===== src/rtl/dtc_pkg.sv =====
package dtc_pkg;

	// register addresses (special-function register space)
	localparam logic [7:0] DTC_ADDR_CTRL    = 8'h88;
	localparam logic [7:0] DTC_ADDR_MODE    = 8'h89;
	localparam logic [7:0] DTC_ADDR_A_LOW   = 8'h8a;
	localparam logic [7:0] DTC_ADDR_B_LOW   = 8'h8b;
	localparam logic [7:0] DTC_ADDR_A_HIGH  = 8'h8c;
	localparam logic [7:0] DTC_ADDR_B_HIGH  = 8'h8d;
	localparam logic [7:0] DTC_ADDR_CKDIV   = 8'h8e;
	localparam logic [7:0] DTC_ADDR_IRQ_ST  = 8'h90;
	localparam logic [7:0] DTC_ADDR_IRQ_CLR = 8'h91;
	localparam logic [7:0] DTC_ADDR_IRQ_EN  = 8'h92;

	// control register fields
	localparam int DTC_CTRL_B_FLAG = 7;
	localparam int DTC_CTRL_B_RUN  = 6;
	localparam int DTC_CTRL_A_FLAG = 5;
	localparam int DTC_CTRL_A_RUN  = 4;

	// mode register fields (per timer nibble)
	localparam int DTC_MODE_B_BASE = 4;
	localparam int DTC_MODE_A_BASE = 0;
	localparam int DTC_MODE_CT     = 2;

	// clock divider register fields
	localparam int DTC_CKDIV_B_SEL = 4;
	localparam int DTC_CKDIV_A_SEL = 3;

	// interrupt status bits
	localparam int DTC_IRQ_A = 0;
	localparam int DTC_IRQ_B = 1;

	// timer modes
	localparam logic [1:0] DTC_MODE_13BIT  = 2'h0;
	localparam logic [1:0] DTC_MODE_16BIT  = 2'h1;
	localparam logic [1:0] DTC_MODE_RELOAD = 2'h2;
	localparam logic [1:0] DTC_MODE_SPLIT  = 2'h3;

	// divide factors
	localparam logic [3:0] DTC_DIV_FAST = 4'h4;
	localparam logic [3:0] DTC_DIV_SLOW = 4'hc;

	localparam logic [4:0] DTC_PRESCALE_MAX = 5'h1f;
	localparam logic [7:0] DTC_BYTE_MAX     = 8'hff;
	localparam logic [7:0] DTC_ZERO8        = 8'h00;
	localparam logic [1:0] DTC_ZERO2        = 2'h0;
	localparam logic [3:0] DTC_DIV_ONE      = 4'h1;

	typedef enum logic [1:0] {
		DTC_RD_IDLE = 2'b01,
		DTC_RD_BUSY = 2'b10
	} dtc_rd_e;

	typedef struct packed {
		logic [7:0] ctrl;
		logic [7:0] mode;
		logic [7:0] ckdiv;
		logic [7:0] a_low;
		logic [7:0] a_high;
		logic [7:0] b_low;
		logic [7:0] b_high;
		logic [3:0] a_pre;
		logic [3:0] b_pre;
		logic       a_pin;
		logic       b_pin;
		logic [1:0] irq_st;
		logic [1:0] irq_en;
		logic       irq;
		logic [7:0] rdata;
		dtc_rd_e    rd;
	} dtc_state_s;

endpackage


===== src/rtl/dtc_timer.sv =====
// Function
// - timer a divides clock by 4 or 12
// - timer b divides clock by 4 or 12
// - timer mode counts divided clock while enabled
// - counter mode counts count pin falling edges
// - count pins sampled every system clock
// - count held as high and low bytes
// - timer b counts only while run set
// - timer a counts only while run set, except its mode 3 high half, which runs on timer b's run bit
// - timer b overflow sets its flag unless timer a is in mode 3
// - timer a overflow sets its flag
// - timer b flag cleared on service
// - timer a flag cleared on service
// - mode 0: 5-bit prescaler, 13-bit count
// - mode 1: full 16-bit cascade
// - mode 2: low byte reloads from high
// - mode 3: timer a split in two
//
// Decided for this implementation: strobed register access.
`timescale 1ns/100ps
module dtc_timer
	import dtc_pkg::*;
(
	input  wire logic       clk_i,
	input  wire logic       rst_n_i,
	input  wire logic [7:0] addr_i,
	input  wire logic [7:0] wdata_i,
	input  wire logic       wr_i,
	input  wire logic       rd_i,
	input  wire logic       timer_a_count_pin_i,
	input  wire logic       timer_b_count_pin_i,
	input  wire logic       timer_a_ack_i,
	input  wire logic       timer_b_ack_i,
	output logic [7:0]      rdata_o,
	output logic            timer_a_overflow_flag_o,
	output logic            timer_b_overflow_flag_o,
	output logic            irq_o
);

	////////////////////////////////////////////////////////////////////////
	// helpers

	typedef struct packed {
		logic [7:0] low;
		logic [7:0] high;
		logic       ovf;
	} dtc_cnt_t;

	// one tick of a timer in the given mode
	function automatic dtc_cnt_t dtc_step(input logic [1:0] md, input logic [7:0] lo,
			input logic [7:0] hi);
		dtc_cnt_t r;
		r.low  = lo;
		r.high = hi;
		r.ovf  = 1'b0;
		case (md)
			DTC_MODE_13BIT: begin
				if (lo[4:0] == DTC_PRESCALE_MAX) begin
					r.low  = {lo[7:5], 5'h00};
					r.high = hi + 8'h01;
					r.ovf  = (hi == DTC_BYTE_MAX);
				end else begin
					r.low = lo + 8'h01;
				end
			end
			DTC_MODE_16BIT: begin
				r.low = lo + 8'h01;
				if (lo == DTC_BYTE_MAX) begin
					r.high = hi + 8'h01;
					r.ovf  = (hi == DTC_BYTE_MAX);
				end
			end
			DTC_MODE_RELOAD: begin
				if (lo == DTC_BYTE_MAX) begin
					r.low = hi;
					r.ovf = 1'b1;
				end else begin
					r.low = lo + 8'h01;
				end
			end
			default: begin
				// split: low half only, high half handled separately
				r.low = lo + 8'h01;
				r.ovf = (lo == DTC_BYTE_MAX);
			end
		endcase
		return r;
	endfunction

	// divider prescale: terminal count reached or passed; a switch from 12 to 4
	// while the divider stands above 3 would otherwise wait for a 4-bit wrap
	function automatic logic dtc_div_tick(input logic sel, input logic [3:0] cnt);
		return (cnt >= ((sel ? DTC_DIV_FAST : DTC_DIV_SLOW) - DTC_DIV_ONE));
	endfunction

	////////////////////////////////////////////////////////////////////////
	// state

	dtc_state_s s_q;
	dtc_state_s s_d;

	always_comb begin
		logic       a_run;
		logic       b_run;
		logic       a_ct;
		logic       b_ct;
		logic [1:0] a_md;
		logic [1:0] b_md;
		logic       a_tick;
		logic       b_tick;
		logic       a_div;
		logic       b_div;
		logic       a_fall;
		logic       b_fall;
		logic       a_inc;
		logic       b_inc;
		logic       ah_inc;
		logic       a_ovf;
		logic       b_ovf;
		dtc_cnt_t   a_nx;
		dtc_cnt_t   b_nx;

		s_d = s_q;

		a_run = s_q.ctrl[DTC_CTRL_A_RUN];
		b_run = s_q.ctrl[DTC_CTRL_B_RUN];
		a_ct  = s_q.mode[DTC_MODE_A_BASE + DTC_MODE_CT];
		b_ct  = s_q.mode[DTC_MODE_B_BASE + DTC_MODE_CT];
		a_md  = s_q.mode[DTC_MODE_A_BASE +: 2];
		b_md  = s_q.mode[DTC_MODE_B_BASE +: 2];

		// pins taken as synchronous; one register is the previous sample
		s_d.a_pin = timer_a_count_pin_i;
		s_d.b_pin = timer_b_count_pin_i;
		a_fall = s_q.a_pin & ~timer_a_count_pin_i;
		b_fall = s_q.b_pin & ~timer_b_count_pin_i;

		// free-running dividers, restarted when they reach terminal count
		a_div = dtc_div_tick(s_q.ckdiv[DTC_CKDIV_A_SEL], s_q.a_pre);
		b_div = dtc_div_tick(s_q.ckdiv[DTC_CKDIV_B_SEL], s_q.b_pre);
		s_d.a_pre = a_div ? 4'h0 : s_q.a_pre + 4'h1;
		s_d.b_pre = b_div ? 4'h0 : s_q.b_pre + 4'h1;

		a_tick = a_ct ? a_fall : a_div;
		b_tick = b_ct ? b_fall : b_div;

		a_inc  = a_tick & a_run;
		// in split mode the high half of a steals timer b's run bit and
		// always counts the divided clock
		ah_inc = (a_md == DTC_MODE_SPLIT) & a_div & b_run;
		// timer b keeps counting in split mode, but loses its flag
		b_inc  = b_tick & b_run;

		a_nx = dtc_step(a_md, s_q.a_low, s_q.a_high);
		b_nx = dtc_step((b_md == DTC_MODE_SPLIT) ? DTC_MODE_16BIT : b_md,
			s_q.b_low, s_q.b_high);

		a_ovf = a_inc & a_nx.ovf;
		b_ovf = 1'b0;
		if (a_inc) begin
			s_d.a_low = a_nx.low;
			if (a_md != DTC_MODE_SPLIT) begin
				s_d.a_high = a_nx.high;
			end
		end
		if (ah_inc) begin
			s_d.a_high = s_q.a_high + 8'h01;
			b_ovf      = (s_q.a_high == DTC_BYTE_MAX);
		end
		if (b_inc) begin
			s_d.b_low  = b_nx.low;
			s_d.b_high = b_nx.high;
			if (a_md != DTC_MODE_SPLIT) begin
				b_ovf = b_nx.ovf;
			end
		end

		////////////////////////////////////////////////////////////////////
		// register writes

		if (wr_i) begin
			case (addr_i)
				DTC_ADDR_CTRL:    s_d.ctrl  = wdata_i;
				DTC_ADDR_MODE:    s_d.mode  = wdata_i;
				DTC_ADDR_CKDIV:   s_d.ckdiv = wdata_i;
				DTC_ADDR_A_LOW:   s_d.a_low  = wdata_i;
				DTC_ADDR_A_HIGH:  s_d.a_high = wdata_i;
				DTC_ADDR_B_LOW:   s_d.b_low  = wdata_i;
				DTC_ADDR_B_HIGH:  s_d.b_high = wdata_i;
				DTC_ADDR_IRQ_EN:  s_d.irq_en = wdata_i[1:0];
				DTC_ADDR_IRQ_CLR: s_d.irq_st = s_q.irq_st & ~wdata_i[1:0];
				default: begin
				end
			endcase
		end

		// service acknowledge clears flags; a new overflow wins over both
		if (timer_a_ack_i) begin
			s_d.ctrl[DTC_CTRL_A_FLAG] = 1'b0;
		end
		if (timer_b_ack_i) begin
			s_d.ctrl[DTC_CTRL_B_FLAG] = 1'b0;
		end
		if (a_ovf) begin
			s_d.ctrl[DTC_CTRL_A_FLAG] = 1'b1;
			s_d.irq_st[DTC_IRQ_A]     = 1'b1;
		end
		if (b_ovf) begin
			s_d.ctrl[DTC_CTRL_B_FLAG] = 1'b1;
			s_d.irq_st[DTC_IRQ_B]     = 1'b1;
		end

		s_d.irq = |(s_d.irq_st & s_d.irq_en);

		////////////////////////////////////////////////////////////////////
		// register reads, data stand in the following cycle only

		s_d.rdata = DTC_ZERO8;
		s_d.rd    = rd_i ? DTC_RD_BUSY : DTC_RD_IDLE;
		if (rd_i) begin
			case (addr_i)
				DTC_ADDR_CTRL:   s_d.rdata = s_q.ctrl;
				DTC_ADDR_MODE:   s_d.rdata = s_q.mode;
				DTC_ADDR_CKDIV:  s_d.rdata = s_q.ckdiv;
				DTC_ADDR_A_LOW:  s_d.rdata = s_q.a_low;
				DTC_ADDR_A_HIGH: s_d.rdata = s_q.a_high;
				DTC_ADDR_B_LOW:  s_d.rdata = s_q.b_low;
				DTC_ADDR_B_HIGH: s_d.rdata = s_q.b_high;
				DTC_ADDR_IRQ_ST: s_d.rdata = {6'h00, s_q.irq_st};
				DTC_ADDR_IRQ_EN: s_d.rdata = {6'h00, s_q.irq_en};
				default:         s_d.rdata = DTC_ZERO8;
			endcase
		end
	end

	always_ff @(posedge clk_i) begin
		if (!rst_n_i) begin
			s_q        <= '0;
			s_q.a_pin  <= 1'b1;
			s_q.b_pin  <= 1'b1;
			s_q.rd     <= DTC_RD_IDLE;
		end else begin
			s_q <= s_d;
		end
	end

	assign rdata_o                 = s_q.rdata;
	assign timer_a_overflow_flag_o = s_q.ctrl[DTC_CTRL_A_FLAG];
	assign timer_b_overflow_flag_o = s_q.ctrl[DTC_CTRL_B_FLAG];
	assign irq_o                   = s_q.irq;

endmodule


===== config.mk =====
export PLATFORM = sky130hd
export DESIGN_NAME = dtc_timer
export DESIGN_NICKNAME = d
export VERILOG_FILES = /design/src/rtl/dtc_pkg.sv /design/src/rtl/dtc_timer.sv
export SDC_FILE = /design/constraint.sdc
export NUM_CORES = 1
export LEC_CHECK = 0
export BUFFER_PORTS_ARGS = -buffer_cell sky130_fd_sc_hd__buf_2
export CORE_MARGIN = 10
export CORE_UTILIZATION = 44
export DETAILED_ROUTE_END_ITERATION = 6
export SYNTH_ARGS = -nofsm -noshare
export SYNTH_HDL_FRONTEND = slang
export SYNTH_SLANG_ARGS = --single-unit
export TNS_END_PERCENT = 30

===== constraint.sdc =====
create_clock -name clk_i -period 4.83 [get_ports clk_i]
set_input_delay 0.483 -clock clk_i [delete_from_list [all_inputs] [get_ports clk_i]]
set_output_delay 0.483 -clock clk_i [all_outputs]
set_load 0.02 [all_outputs]

### Word-level counts from Yosys, hierarchy flattened

Index checks and enable logic that the tools add are counted.

* register bits after elaboration: 79
* input port bits: 24
* output and inout bits: 11
* word-level logic and storage cells: 124

* $add $sub $neg: 8
* order comparisons: 2
* equality and inequality tests: 23
* multiplexer cells: 46
* bitwise gates (word level): 13
* reductions and logical operators: 15

Operators with widths (count)
* $eq 8x8->1 const B: 14
* $mux 8: 13
* $pmux 8 s9: 1
* $pmux 8 s2: 4
* $mux 56: 1
* $mux 9: 4
* $add 8x1->8 const B: 4
* $mux 16: 2
* $mux 1: 13
* $mux 4: 3
* $reduce_and 2->1: 6
* $reduce_bool 3->1: 4
* $eq 5x5->1 const B: 2
* $add 4x1->4 const B: 2
* $eq 2x2->1 const B: 4
* $ge 4x4->1: 2
* $sub 4x1->4 const B: 2
* $and 1x1->1: 7
* $mux 2: 3
* $pmux 1 s3: 2
* $reduce_or 2->1: 3
* $and 2x2->2: 2
* $eq 2x1->1 const B: 2
* $logic_not 2->1: 2
* other kinds (3): 5

### Longest topological paths before layout

Gate-level depths: netlist of the first run.

* depth in word-level cells: 11
* depth in mapped cells: 10
* gate-level depth less buffers: 9

### Worst setup path before layout of the first run

Ideal clock, no wire load.

* kind: register to register
* start: register s_q[33] in the netlist's numbering
* end: register s_q[31] in the netlist's numbering
* data arrival time: 2.340 ns
* required time: 4.751 ns
* setup slack: 2.410 ns
* cell stages (with the launch flop): 11
* path buffers: 1
* path through: dfxtp_1 > ha_1 > nand3_1 > inv_1 > ha_1 > or3b_1 > buf_6 > o31a_4 > or4_4 > xor2_1 > a211oi_2

* cells in the longest elaborated chain, start to end: 6
* elaborated cells between the ends (all ways): 8
* classes of those cells: 2 x eq/ne; 6 x mux

Ends and longest elaborated chain
* start: declaration: line dtc_timer.sv:99 `dtc_state_s s_q;`
* $eq 8x8->1 or $eq 5x5->1 (tied branches): line dtc_timer.sv:68, dtc_timer.sv:58
* $mux 9 (on tied branches): line dtc_timer.sv:68, dtc_timer.sv:58
* $pmux 8 s2 (*): line dtc_timer.sv:56 `case (md)`
* $mux 16 (*): line dtc_timer.sv:170 `if (b_inc) begin`
* $mux 8: line dtc_timer.sv:182 `case (addr_i)`
* $mux 56 (*): line dtc_timer.sv:181 `if (wr_i) begin`

Every way passes the cells marked *; elsewhere a longest branch is shown, timed or not. The select of a mux whose other input is x is not followed.
A chain may end at the register's enable or synchronous reset.

### Final worst setup path of the first run

* start: register s_q[34] in the netlist's numbering
* end: register s_q[31] in the netlist's numbering

The elaborated chain is that of the path after synthesis.

==> results of run 1 <==
[worst max path at each step]
stage                                 to  slack (ns)
floorplan             s_q[31]$_SDFF_PN0_        2.41
global placement    s_q[67]$_SDFFE_PN0P_        2.19
detailed placement  s_q[70]$_SDFFE_PN0P_        2.07
CTS                   s_q[31]$_SDFF_PN0_        2.14
global route          s_q[31]$_SDFF_PN0_        1.94
finish                s_q[31]$_SDFF_PN0_        2.11
[power breakdown]
group	switching (mW)	internal (mW)	leakage (nW)	total, mW
registers	0.00470	0.656	0.638	0.661
logic	0.0518	0.0226	1.15	0.0744
clock network	0.254	0.348	0.123	0.602
[critical path: cells and delay by family (launching register included)]
| kind | cells | cell delay, ns |
|---|---|---|
| simple gates | 3 | 1.20 |
| flops | 1 | 0.40 |
| compound gates | 2 | 0.40 |
| fa+ha+maj | 2 | 0.35 |
| xor+xnor | 1 | 0.16 |
| buf+inv | 1 | 0.13 |
[registers in the layout, indices dropped and copies added, names as in the netlist]
register,count
irq_o,1
rdata_o,8
s_q,68
timer_a_overflow_flag_o,1
timer_b_overflow_flag_o,1
[layout make-up]
| cell class | instances | area [um^2] | share of cell area |
|---|---|---|---|
| Clock buffer | 14 | 183 | 0.0351 |
| Clock inverter | 2 | 60.1 | 0.0116 |
| Inverter | 21 | 78.8 | 0.0152 |
| Multi-Input combinational cell | 444 | 2910 | 0.560 |
| Sequential cell | 79 | 1580 | 0.304 |
| Tap cell | 140 | 175 | 0.0337 |
| Timing Repair Buffer | 39 | 208 | 0.0400 |
[logic make-up (layout without fill, tap and decap cells)]
| family | count (synthesis) | count (layout) | synth area share |
|---|---|---|---|
| adders and majority gates | 11 | 11 | 0.0287 |
| buffers and inverters | 64 | 76 | 0.0639 |
| AOI/OAI and AO/OA | 170 | 170 | 0.234 |
| muxes | 36 | 36 | 0.0894 |
| DFF | 79 | 79 | 0.330 |
| and+or+nand+nor | 213 | 213 | 0.229 |
| xor gates and xnor gates | 14 | 14 | 0.0255 |
[placed cells by master, fill, tap and decap left out, types with 4 or more instances in the layout]
| cell | instances |
|---|---|
| xnor2_1 | 8 |
| mux4_2 | 4 |
| a21oi_1 | 37 |
| nand3_1 | 37 |
| nor4_1 | 6 |
| or3_1 | 6 |
| mux2i_1 | 29 |
| o31ai_1 | 8 |
| a211oi_1 | 4 |
| xor2_1 | 6 |
| nor2_1 | 45 |
| inv_1 | 21 |
| nand4_1 | 9 |
| buf_2 | 34 |
| ha_1 | 11 |
| nor3_1 | 7 |
| a31oi_1 | 14 |
| and2_1 | 6 |
| buf_4 | 5 |
| and4_1 | 5 |
| nor3b_1 | 4 |
| and3_1 | 7 |
| a221oi_1 | 6 |
| a22oi_1 | 10 |
| o211ai_1 | 6 |
| nand2b_1 | 6 |
| nand2_1 | 55 |
| clkbuf_8 | 13 |
| o21ai_0 | 47 |
| dfxtp_1 | 79 |
[per-stage QoR]
stage                     hold slack [ns]  power, mW   util  cell area [um^2]  worst slack, ns
after floorplan                     0.418      0.716      -              4800             2.41
after global placement              0.430      0.748  0.461              4950             2.19
after detailed placement            0.447      0.750  0.461              4950             2.07
after CTS                           0.293       1.35  0.484              5200             2.14
after global routing                0.292       1.38  0.484              5200             1.94
final                               0.304       1.34  0.484              5200             2.11
[layer usage]
metal,share of wire,track usage,vias to the layer above
met5,0,0,-
met4,0.040,0.101,0
met3,0.064,0.0315,48
met2,0.46,0.288,185
met1,0.44,0.248,2218
li1,-,-,2180
==> results_dict.tcl, run 1 <==
set metrics [dict create \
    status "finished, final reports clean" \
    ys_seq_area_frac 0.330 \
    fin_cells 739 \
    yosys.area.top_type "dfxtp_1" \
    cts-resized-gates 0 \
    io_pins 35 \
    worstSetupStartpoint "s_q[34]$_SDFF_PN0_" \
    gr-total-overflow 0 \
    crit_arrival_ns 3.01 \
    end_kind "flip-flop" \
    via_per_inst 6.27 \
    antenna_cells 0 \
    fin_setup_tns_ns 0 \
    die_w_um 124 \
    min-delay-start "timer_b_count_pin_i" \
    htreeDepth 3 \
    timing.critical_path.cells "ha_1 > nand3_1 > inv_1 > ha_1 > or3b_1 > o31a_4 > or4_4 > xor2_1 > a211oi_2" \
    hold_path_class "input pin to flip-flop" \
    die_height_um 124 \
    maxCapViolCount 0 \
    core_area_mm2 0.0107 \
    clock_sinks 79 \
    gp_congestion 0.901 \
    cp.required_ns 5.12 \
    powerDensity_mw_per_mm2 257 \
    leakagePower_nw 1.91 \
    start_util 0.447 \
    routed-via-count 4631 \
    cts-root-buf "clkbuf_8" \
    slew_headroom 0.450 \
    detail_route.first_pass.iterations 5 \
    grt_setup_unrepaired "false" \
    hold_viol_final 0 \
    synth_cells 587 \
    synth_cell_types 72 \
    synth_area_mm2 0.00480 \
    reg2reg_from "s_q[34]$_SDFF_PN0_" \
    synth_edf_count 0 \
    holdPathEnd "s_q[15]$_SDFF_PN1_" \
    synth.avg_cell_area_um2 8.18 \
    setup_viol 0 \
    worst_slew_pin_slew_ns 0.824 \
    yosys_warnings 0 \
    hold_buffers 0 \
    numPlacedInstances 723 \
    avgRoutedWirePerCell_um 20.4 \
    antenna_found_initial 0 \
    fin_skew_ns 0.00937 \
    postSynthNetCount 622 \
    ant_nets 0 \
    async_flop_share 0 \
    grt_pass1_wl_mm 23.7 \
    synth_flop_cell "dfxtp_1" \
    clk_latency_ns 0.37 \
    grt_max_degree 31 \
    yosys.area.top_type_share 0.330 \
    nets 629 \
    reg2regPathDepth 9 \
    post-dp-hpwl_mm 10.7 \
    cpMostUsedCell "ha_1" \
    ys_ff_latch 79 \
    gr-usage-all-layers 0.189 \
    drc 0 \
    maxSlewViolCount 0 \
    cts_buffers 9 \
    critPathMaxStageDelay_ns 0.52 \
    wirelength_mm 15.1 \
    finalCritPeriodShare 0.563 \
    area_growth_syn_to_layout_pct 8.29 \
    r2r_end "s_q[31]$_SDFF_PN0_" \
    clock_path_buffers 2 \
    synth_area_leaders "dfxtp_1 (33%), mux2i_1 (6.0%), o21ai_0 (4.9%)" \
    clkSlewWorstSetupHoldPaths_ns 0.09 \
    cts_setup_buffers 0 \
    drive_gt1_frac 0.127 \
    die_area_mm2 0.0155 \
    cp-start-kind "flip-flop" \
    grt_pass1_vias 4276 \
    r2r_slack_ns 2.11 \
    port_buffers 34 \
    synth_most_common_cell "dfxtp_1" \
    num_rows 38 \
    crit_type "flip-flop to flip-flop" \
    max_freq_ghz 0.368 \
    cts_tree "done" \
    irDropWorstVdd_v 0.000214 \
    fillers 1097 \
    critPathMaxFanout 10 \
    drtIter0Drc 472 \
    synthTopCellsByCount "dfxtp_1 (79), nand2_1 (55), o21ai_0 (47), nor2_1 (45)" \
    hold_depth 2 \
    period_needed_ns 2.72 \
    crit_slowest_cell "or3b_1" \
]
Note: power is estimated with default switching activity, not from simulation.
==> run 2, diff against run 1 <==
==> constraint.sdc (replaced) <==
create_clock -name clk_i -period 2.53 [get_ports clk_i]
set_input_delay 0.253 -clock clk_i [delete_from_list [all_inputs] [get_ports clk_i]]
set_output_delay 0.253 -clock clk_i [all_outputs]
set_load 0.02 [all_outputs]
==> results_dict.tcl, run 2 (synthesized netlist as in run 1, its figures left out) <==
set metrics [dict create \
    cts_setup_buffers 0 \
    grt_setup_unrepaired "false" \
    final_common_cell "dfxtp_1" \
    nets 644 \
    grt_pass1_vias 4404 \
    gp_congestion 0.891 \
    maxSlewViolCount 0 \
    hold_path_class "input pin to flip-flop" \
    period_needed_ns 2.39 \
    min-delay-start "timer_b_count_pin_i" \
    routed-via-count 4666 \
    die_w_um 124 \
    max_freq_ghz 0.418 \
    irDropWorstVdd_v 0.000200 \
    slew_headroom 0.588 \
    mostFrequentLayoutCells "dfxtp_1 (77), nand2_1 (55), o21ai_0 (47)" \
    wirelength_mm 15.4 \
    cts_buffers 9 \
    fin_setup_tns_ns 0 \
    die_height_um 124 \
    clock_path_buffers 2 \
    setup_viol 0 \
    regMostFlops "s_q" \
    timing.critical_path.cells "ha_1 > nand3_1 > inv_1 > ha_1 > or3b_1 > o31a_4 > or4_4 > xor2_1 > a211oi_2" \
    finalCritPeriodShare 0.946 \
    cts-root-buf "clkbuf_8" \
    powerDensity_mw_per_mm2 454 \
    critPathTopFamily "simple AND/OR/NAND/NOR gates" \
    post-dp-hpwl_mm 11.1 \
    gr-usage-all-layers 0.194 \
    via_per_inst 6.19 \
    fin_cells 754 \
    avgRoutedWirePerCell_um 20.4 \
    fin_skew_ns 0.0131 \
    clk_latency_ns 0.38 \
    clkSlewWorstSetupHoldPaths_ns 0.09 \
    reg2reg_from "s_q[34]$_SDFF_PN0_" \
    cts_tree "done" \
    postPlaceCellArea_mm2 0.00507 \
    area_growth_syn_to_layout_pct 9.59 \
    end_kind "flip-flop" \
    final_area_mm2 0.00526 \
    crit_buf_inv 1 \
    maxCapViolCount 0 \
    htreeDepth 3 \
    ant_nets 0 \
    crit_arrival_ns 2.69 \
    critPathMaxStageDelay_ns 0.49 \
    crit_type "flip-flop to flip-flop" \
    io_pins 35 \
    drtIter0Drc 488 \
    drc 0 \
    start_util 0.447 \
    gr-total-overflow 0 \
    largest_register_ff_count 68 \
    clock_sinks 79 \
    critPathMaxFanout 4 \
    numPlacedInstances 738 \
    antenna_found_initial 0 \
    port_buffers 34 \
    cp-start-kind "flip-flop" \
    leakagePower_nw 1.96 \
    grt_max_degree 30 \
    detail_route.first_pass.iterations 5 \
    grt_pass1_wl_mm 24.6 \
    drive_gt1_frac 0.150 \
    status "finished, final reports clean" \
    die_area_mm2 0.0155 \
    core_area_mm2 0.0107 \
    crit_slowest_cell "or4_4" \
    cp.required_ns 2.83 \
    num_rows 38 \
    cpMostUsedCell "ha_1" \
    worstSetupStartpoint "s_q[34]$_SDFF_PN0_" \
    p_total_mw 2.39 \
    hold_viol_final 0 \
    worst_slew_pin_slew_ns 0.618 \
    antenna_cells 0 \
]
-- run 2: metrics by stage --
step	util	setup WS [ns]	hold WS, ns
floorplan	-	0.110	0.354
global placement	0.472	0.198	0.428
detailed placement	0.472	0.113	0.442
CTS	0.489	0.0860	0.0682
global route	0.490	0.0187	0.0854
finish	0.490	0.136	0.0729
-- run 2: timing repair --
| item | in CTS | in global routing |
|---|---|---|
| hold buffers | 0 | 0 |
| resized for setup | 0 | 2 |
| endpoints found under the setup margin | 0 | 1 |
-- run 2: where the power goes --
part / total (mW) / internal (mW) / switching [mW]
sequential: 1.26 / 1.25 / 0.00862
clock: 0.974 / 0.480 / 0.495
combinational: 0.150 / 0.0485 / 0.101
-- run 2: final timing paths --
path / depth (start not counted) / end / slack, ns
worst max-delay path: 9 / s_q[31]$_SDFF_PN0_ / 0.14
worst min-delay path: 2 / s_q[15]$_SDFF_PN1_ / 0.07
worst max register to register: 9 / s_q[31]$_SDFF_PN0_ / 0.14
worst min register to register: 1 / s_q[17]$_SDFF_PP0_ / 0.45
-- run 2: cell type report --
class                      count  area (um^2)
clock buffer                  12          145
clock inverter                 4         45.0
fill                        1065         5490
inverter                      21         78.8
multi-input combinational    444         2910
sequential                    79         1580
tap                          140          175
timing repair buffer          54          320
-- run 2: per-layer routing --
metal  track usage  up-vias  routed length (um)  share of wire
met3        0.0260       29                 871          0.057
met4        0.0795        0                 403          0.026
met2         0.316      184                7410           0.48
li1              -     2221                   -              -
met5             0        -                   0              0
met1         0.252     2232                6710           0.44
==> run 3, diff against run 2 <==
--- a/config.mk
+++ b/config.mk
@@ -7,7 +7,7 @@
 export LEC_CHECK = 0
 export BUFFER_PORTS_ARGS = -buffer_cell sky130_fd_sc_hd__buf_2
 export CORE_MARGIN = 10
-export CORE_UTILIZATION = 44
+export CORE_UTILIZATION = 35
 export DETAILED_ROUTE_END_ITERATION = 6
 export SYNTH_ARGS = -nofsm -noshare
 export SYNTH_HDL_FRONTEND = slang
==> results_dict.tcl, run 3 (synthesized netlist as in run 1, its figures left out) <==
set metrics [dict create \
    status "finished, final reports clean" \
    grt_max_degree 30 \
    antenna_cells 0 \
    finalCritPeriodShare 0.954 \
    clkSlewWorstSetupHoldPaths_ns 0.06 \
    core_area_mm2 0.0133 \
    hold_path_class "input pin to flip-flop" \
    fin_util 0.409 \
    gr-usage-all-layers 0.164 \
    start_util 0.360 \
    grt_pass1_vias 4518 \
    wirelength_mm 15.6 \
    use_met1 0.209 \
    clock_sinks 79 \
    crit_type "flip-flop to flip-flop" \
    hold_ws_ns 0.103 \
    cp-start-kind "flip-flop" \
    grt_pass1_wl_mm 24.5 \
    post-dp-hpwl_mm 11.4 \
    powerDensity_mw_per_mm2 514 \
    numPlacedInstances 774 \
    crit_arrival_ns 2.68 \
    maxCapViolCount 0 \
    grt_use_met2 0.263 \
    die_area_mm2 0.0188 \
    leakagePower_nw 2.02 \
    drtIter0Drc 612 \
    irDropWorstVdd_v 0.000326 \
    regMostFlops "s_q" \
    htreeDepth 3 \
    max_freq_ghz 0.414 \
    fillers 1363 \
    grt_setup_unrepaired "true" \
    nets 644 \
    pre_cts_ws_ns 0.144 \
    detail_route.first_pass.iterations 5 \
    gr-total-overflow 0 \
    antenna_found_initial 0 \
    cts_buffers 9 \
    worst_slew_pin_slew_ns 0.622 \
    slew_headroom 0.585 \
    largest_register_ff_count 68 \
    port_buffers 34 \
    setup_viol 0 \
    die_w_um 137 \
    cp.required_ns 2.79 \
    mostFrequentLayoutCells "dfxtp_1 (78), nand2_1 (55), o21ai_0 (47)" \
    critPathMaxFanout 4 \
    fin_skew_ns 0.00625 \
    fin_cells 789 \
    die_height_um 137 \
    hold_viol_final 0 \
    clock_path_buffers 2 \
    end_kind "flip-flop" \
    gp_congestion 0.975 \
    ant_nets 0 \
    via_per_inst 6.10 \
    cts-root-buf "clkbuf_16" \
    maxSlewViolCount 0 \
    top_usage_layer "met2" \
    num_rows 42 \
    clk_latency_ns 0.34 \
    period_needed_ns 2.41 \
    setup_slack_ns 0.117 \
    r2r_slack_ns 0.12 \
    routed-via-count 4814 \
    io_pins 35 \
    cts_tree "done" \
    cts_setup_buffers 0 \
    gr-usage-met3 0.0433 \
    area_growth_syn_to_layout_pct 13.6 \
    drc 0 \
    avgRoutedWirePerCell_um 19.8 \
    final_common_cell "dfxtp_1" \
    drive_gt1_frac 0.157 \
]
-- run 3: cell count changes in the layout (fill, tap and decap cells not counted), sizes merged --
cell / previous run / this run
clkbuf: 12 / 9
bufinv: 1 / 2
clkinvlp: 0 / 1
-- run 3: worst max-delay path: stages, from the launching register on --
cell and delay, ns:
dfxtp_1 0.38, ha_1 0.20, nand3_1 0.11, inv_1 0.10, ha_1 0.16, or3b_1 0.40
o31a_4 0.14, or4_4 0.48, xor2_1 0.16, a211oi_2 0.21
-- run 3: power breakdown --
group | total (mW) | switching (mW) | internal [mW] | leakage [nW]
clock | 1.39 | 0.530 | 0.857 | 0.151
combinational | 0.151 | 0.102 | 0.0491 | 1.23
sequential | 1.26 | 0.00832 | 1.26 | 0.638
total | 2.80 | 0.641 | 2.16 | 2.02
-- run 3: path summary, 6_finish.rpt --
check	start	to	depth (start not counted)
worst min-delay path	timer_b_count_pin_i	s_q[15]$_SDFF_PN1_	2
worst max-delay path	s_q[34]$_SDFF_PN0_	s_q[31]$_SDFF_PN0_	9
worst min register to register	s_q[21]$_SDFF_PP0_	s_q[21]$_SDFF_PP0_	1
worst max register to register	s_q[34]$_SDFF_PN0_	s_q[31]$_SDFF_PN0_	9
-- run 3: repair_timing --
action / 4_1_cts / 5_1_grt
endpoints found under the setup margin: 0 / 7
gates resized for setup: 0 / 5
hold buffers: 0 / 0
-- run 3: area by class of cell --
class                      instances  area [um^2]  area share
multi-input combinational        444         2930       0.537
inverter                          21         78.8      0.0145
sequential                        79         1580       0.290
timing repair buffer              54          333      0.0610
clock buffer                       9          225      0.0413
clock inverter                     6         86.3      0.0158
tap                              176          220      0.0404
-- run 3: metal layers --
metal / wire length, um / vias to the layer above
met1: 6670 / 2324
met2: 7260 / 237
met5: 0 / -
met3: 1340 / 35
met4: 348 / 0
li1: - / 2218
-- run 3: metrics by stage --
stage / power (mW) / TNS [ns] / area, um^2
5_1_grt: 2.88 / -0.0108 / 5450
6_report: 2.80 / 0 / 5450
4_1_cts: 2.82 / 0 / 5440
3_5_place_dp: 1.44 / 0 / 5120
2_1_floorplan: 1.37 / 0 / 4800
3_3_place_gp: 1.44 / 0 / 5120
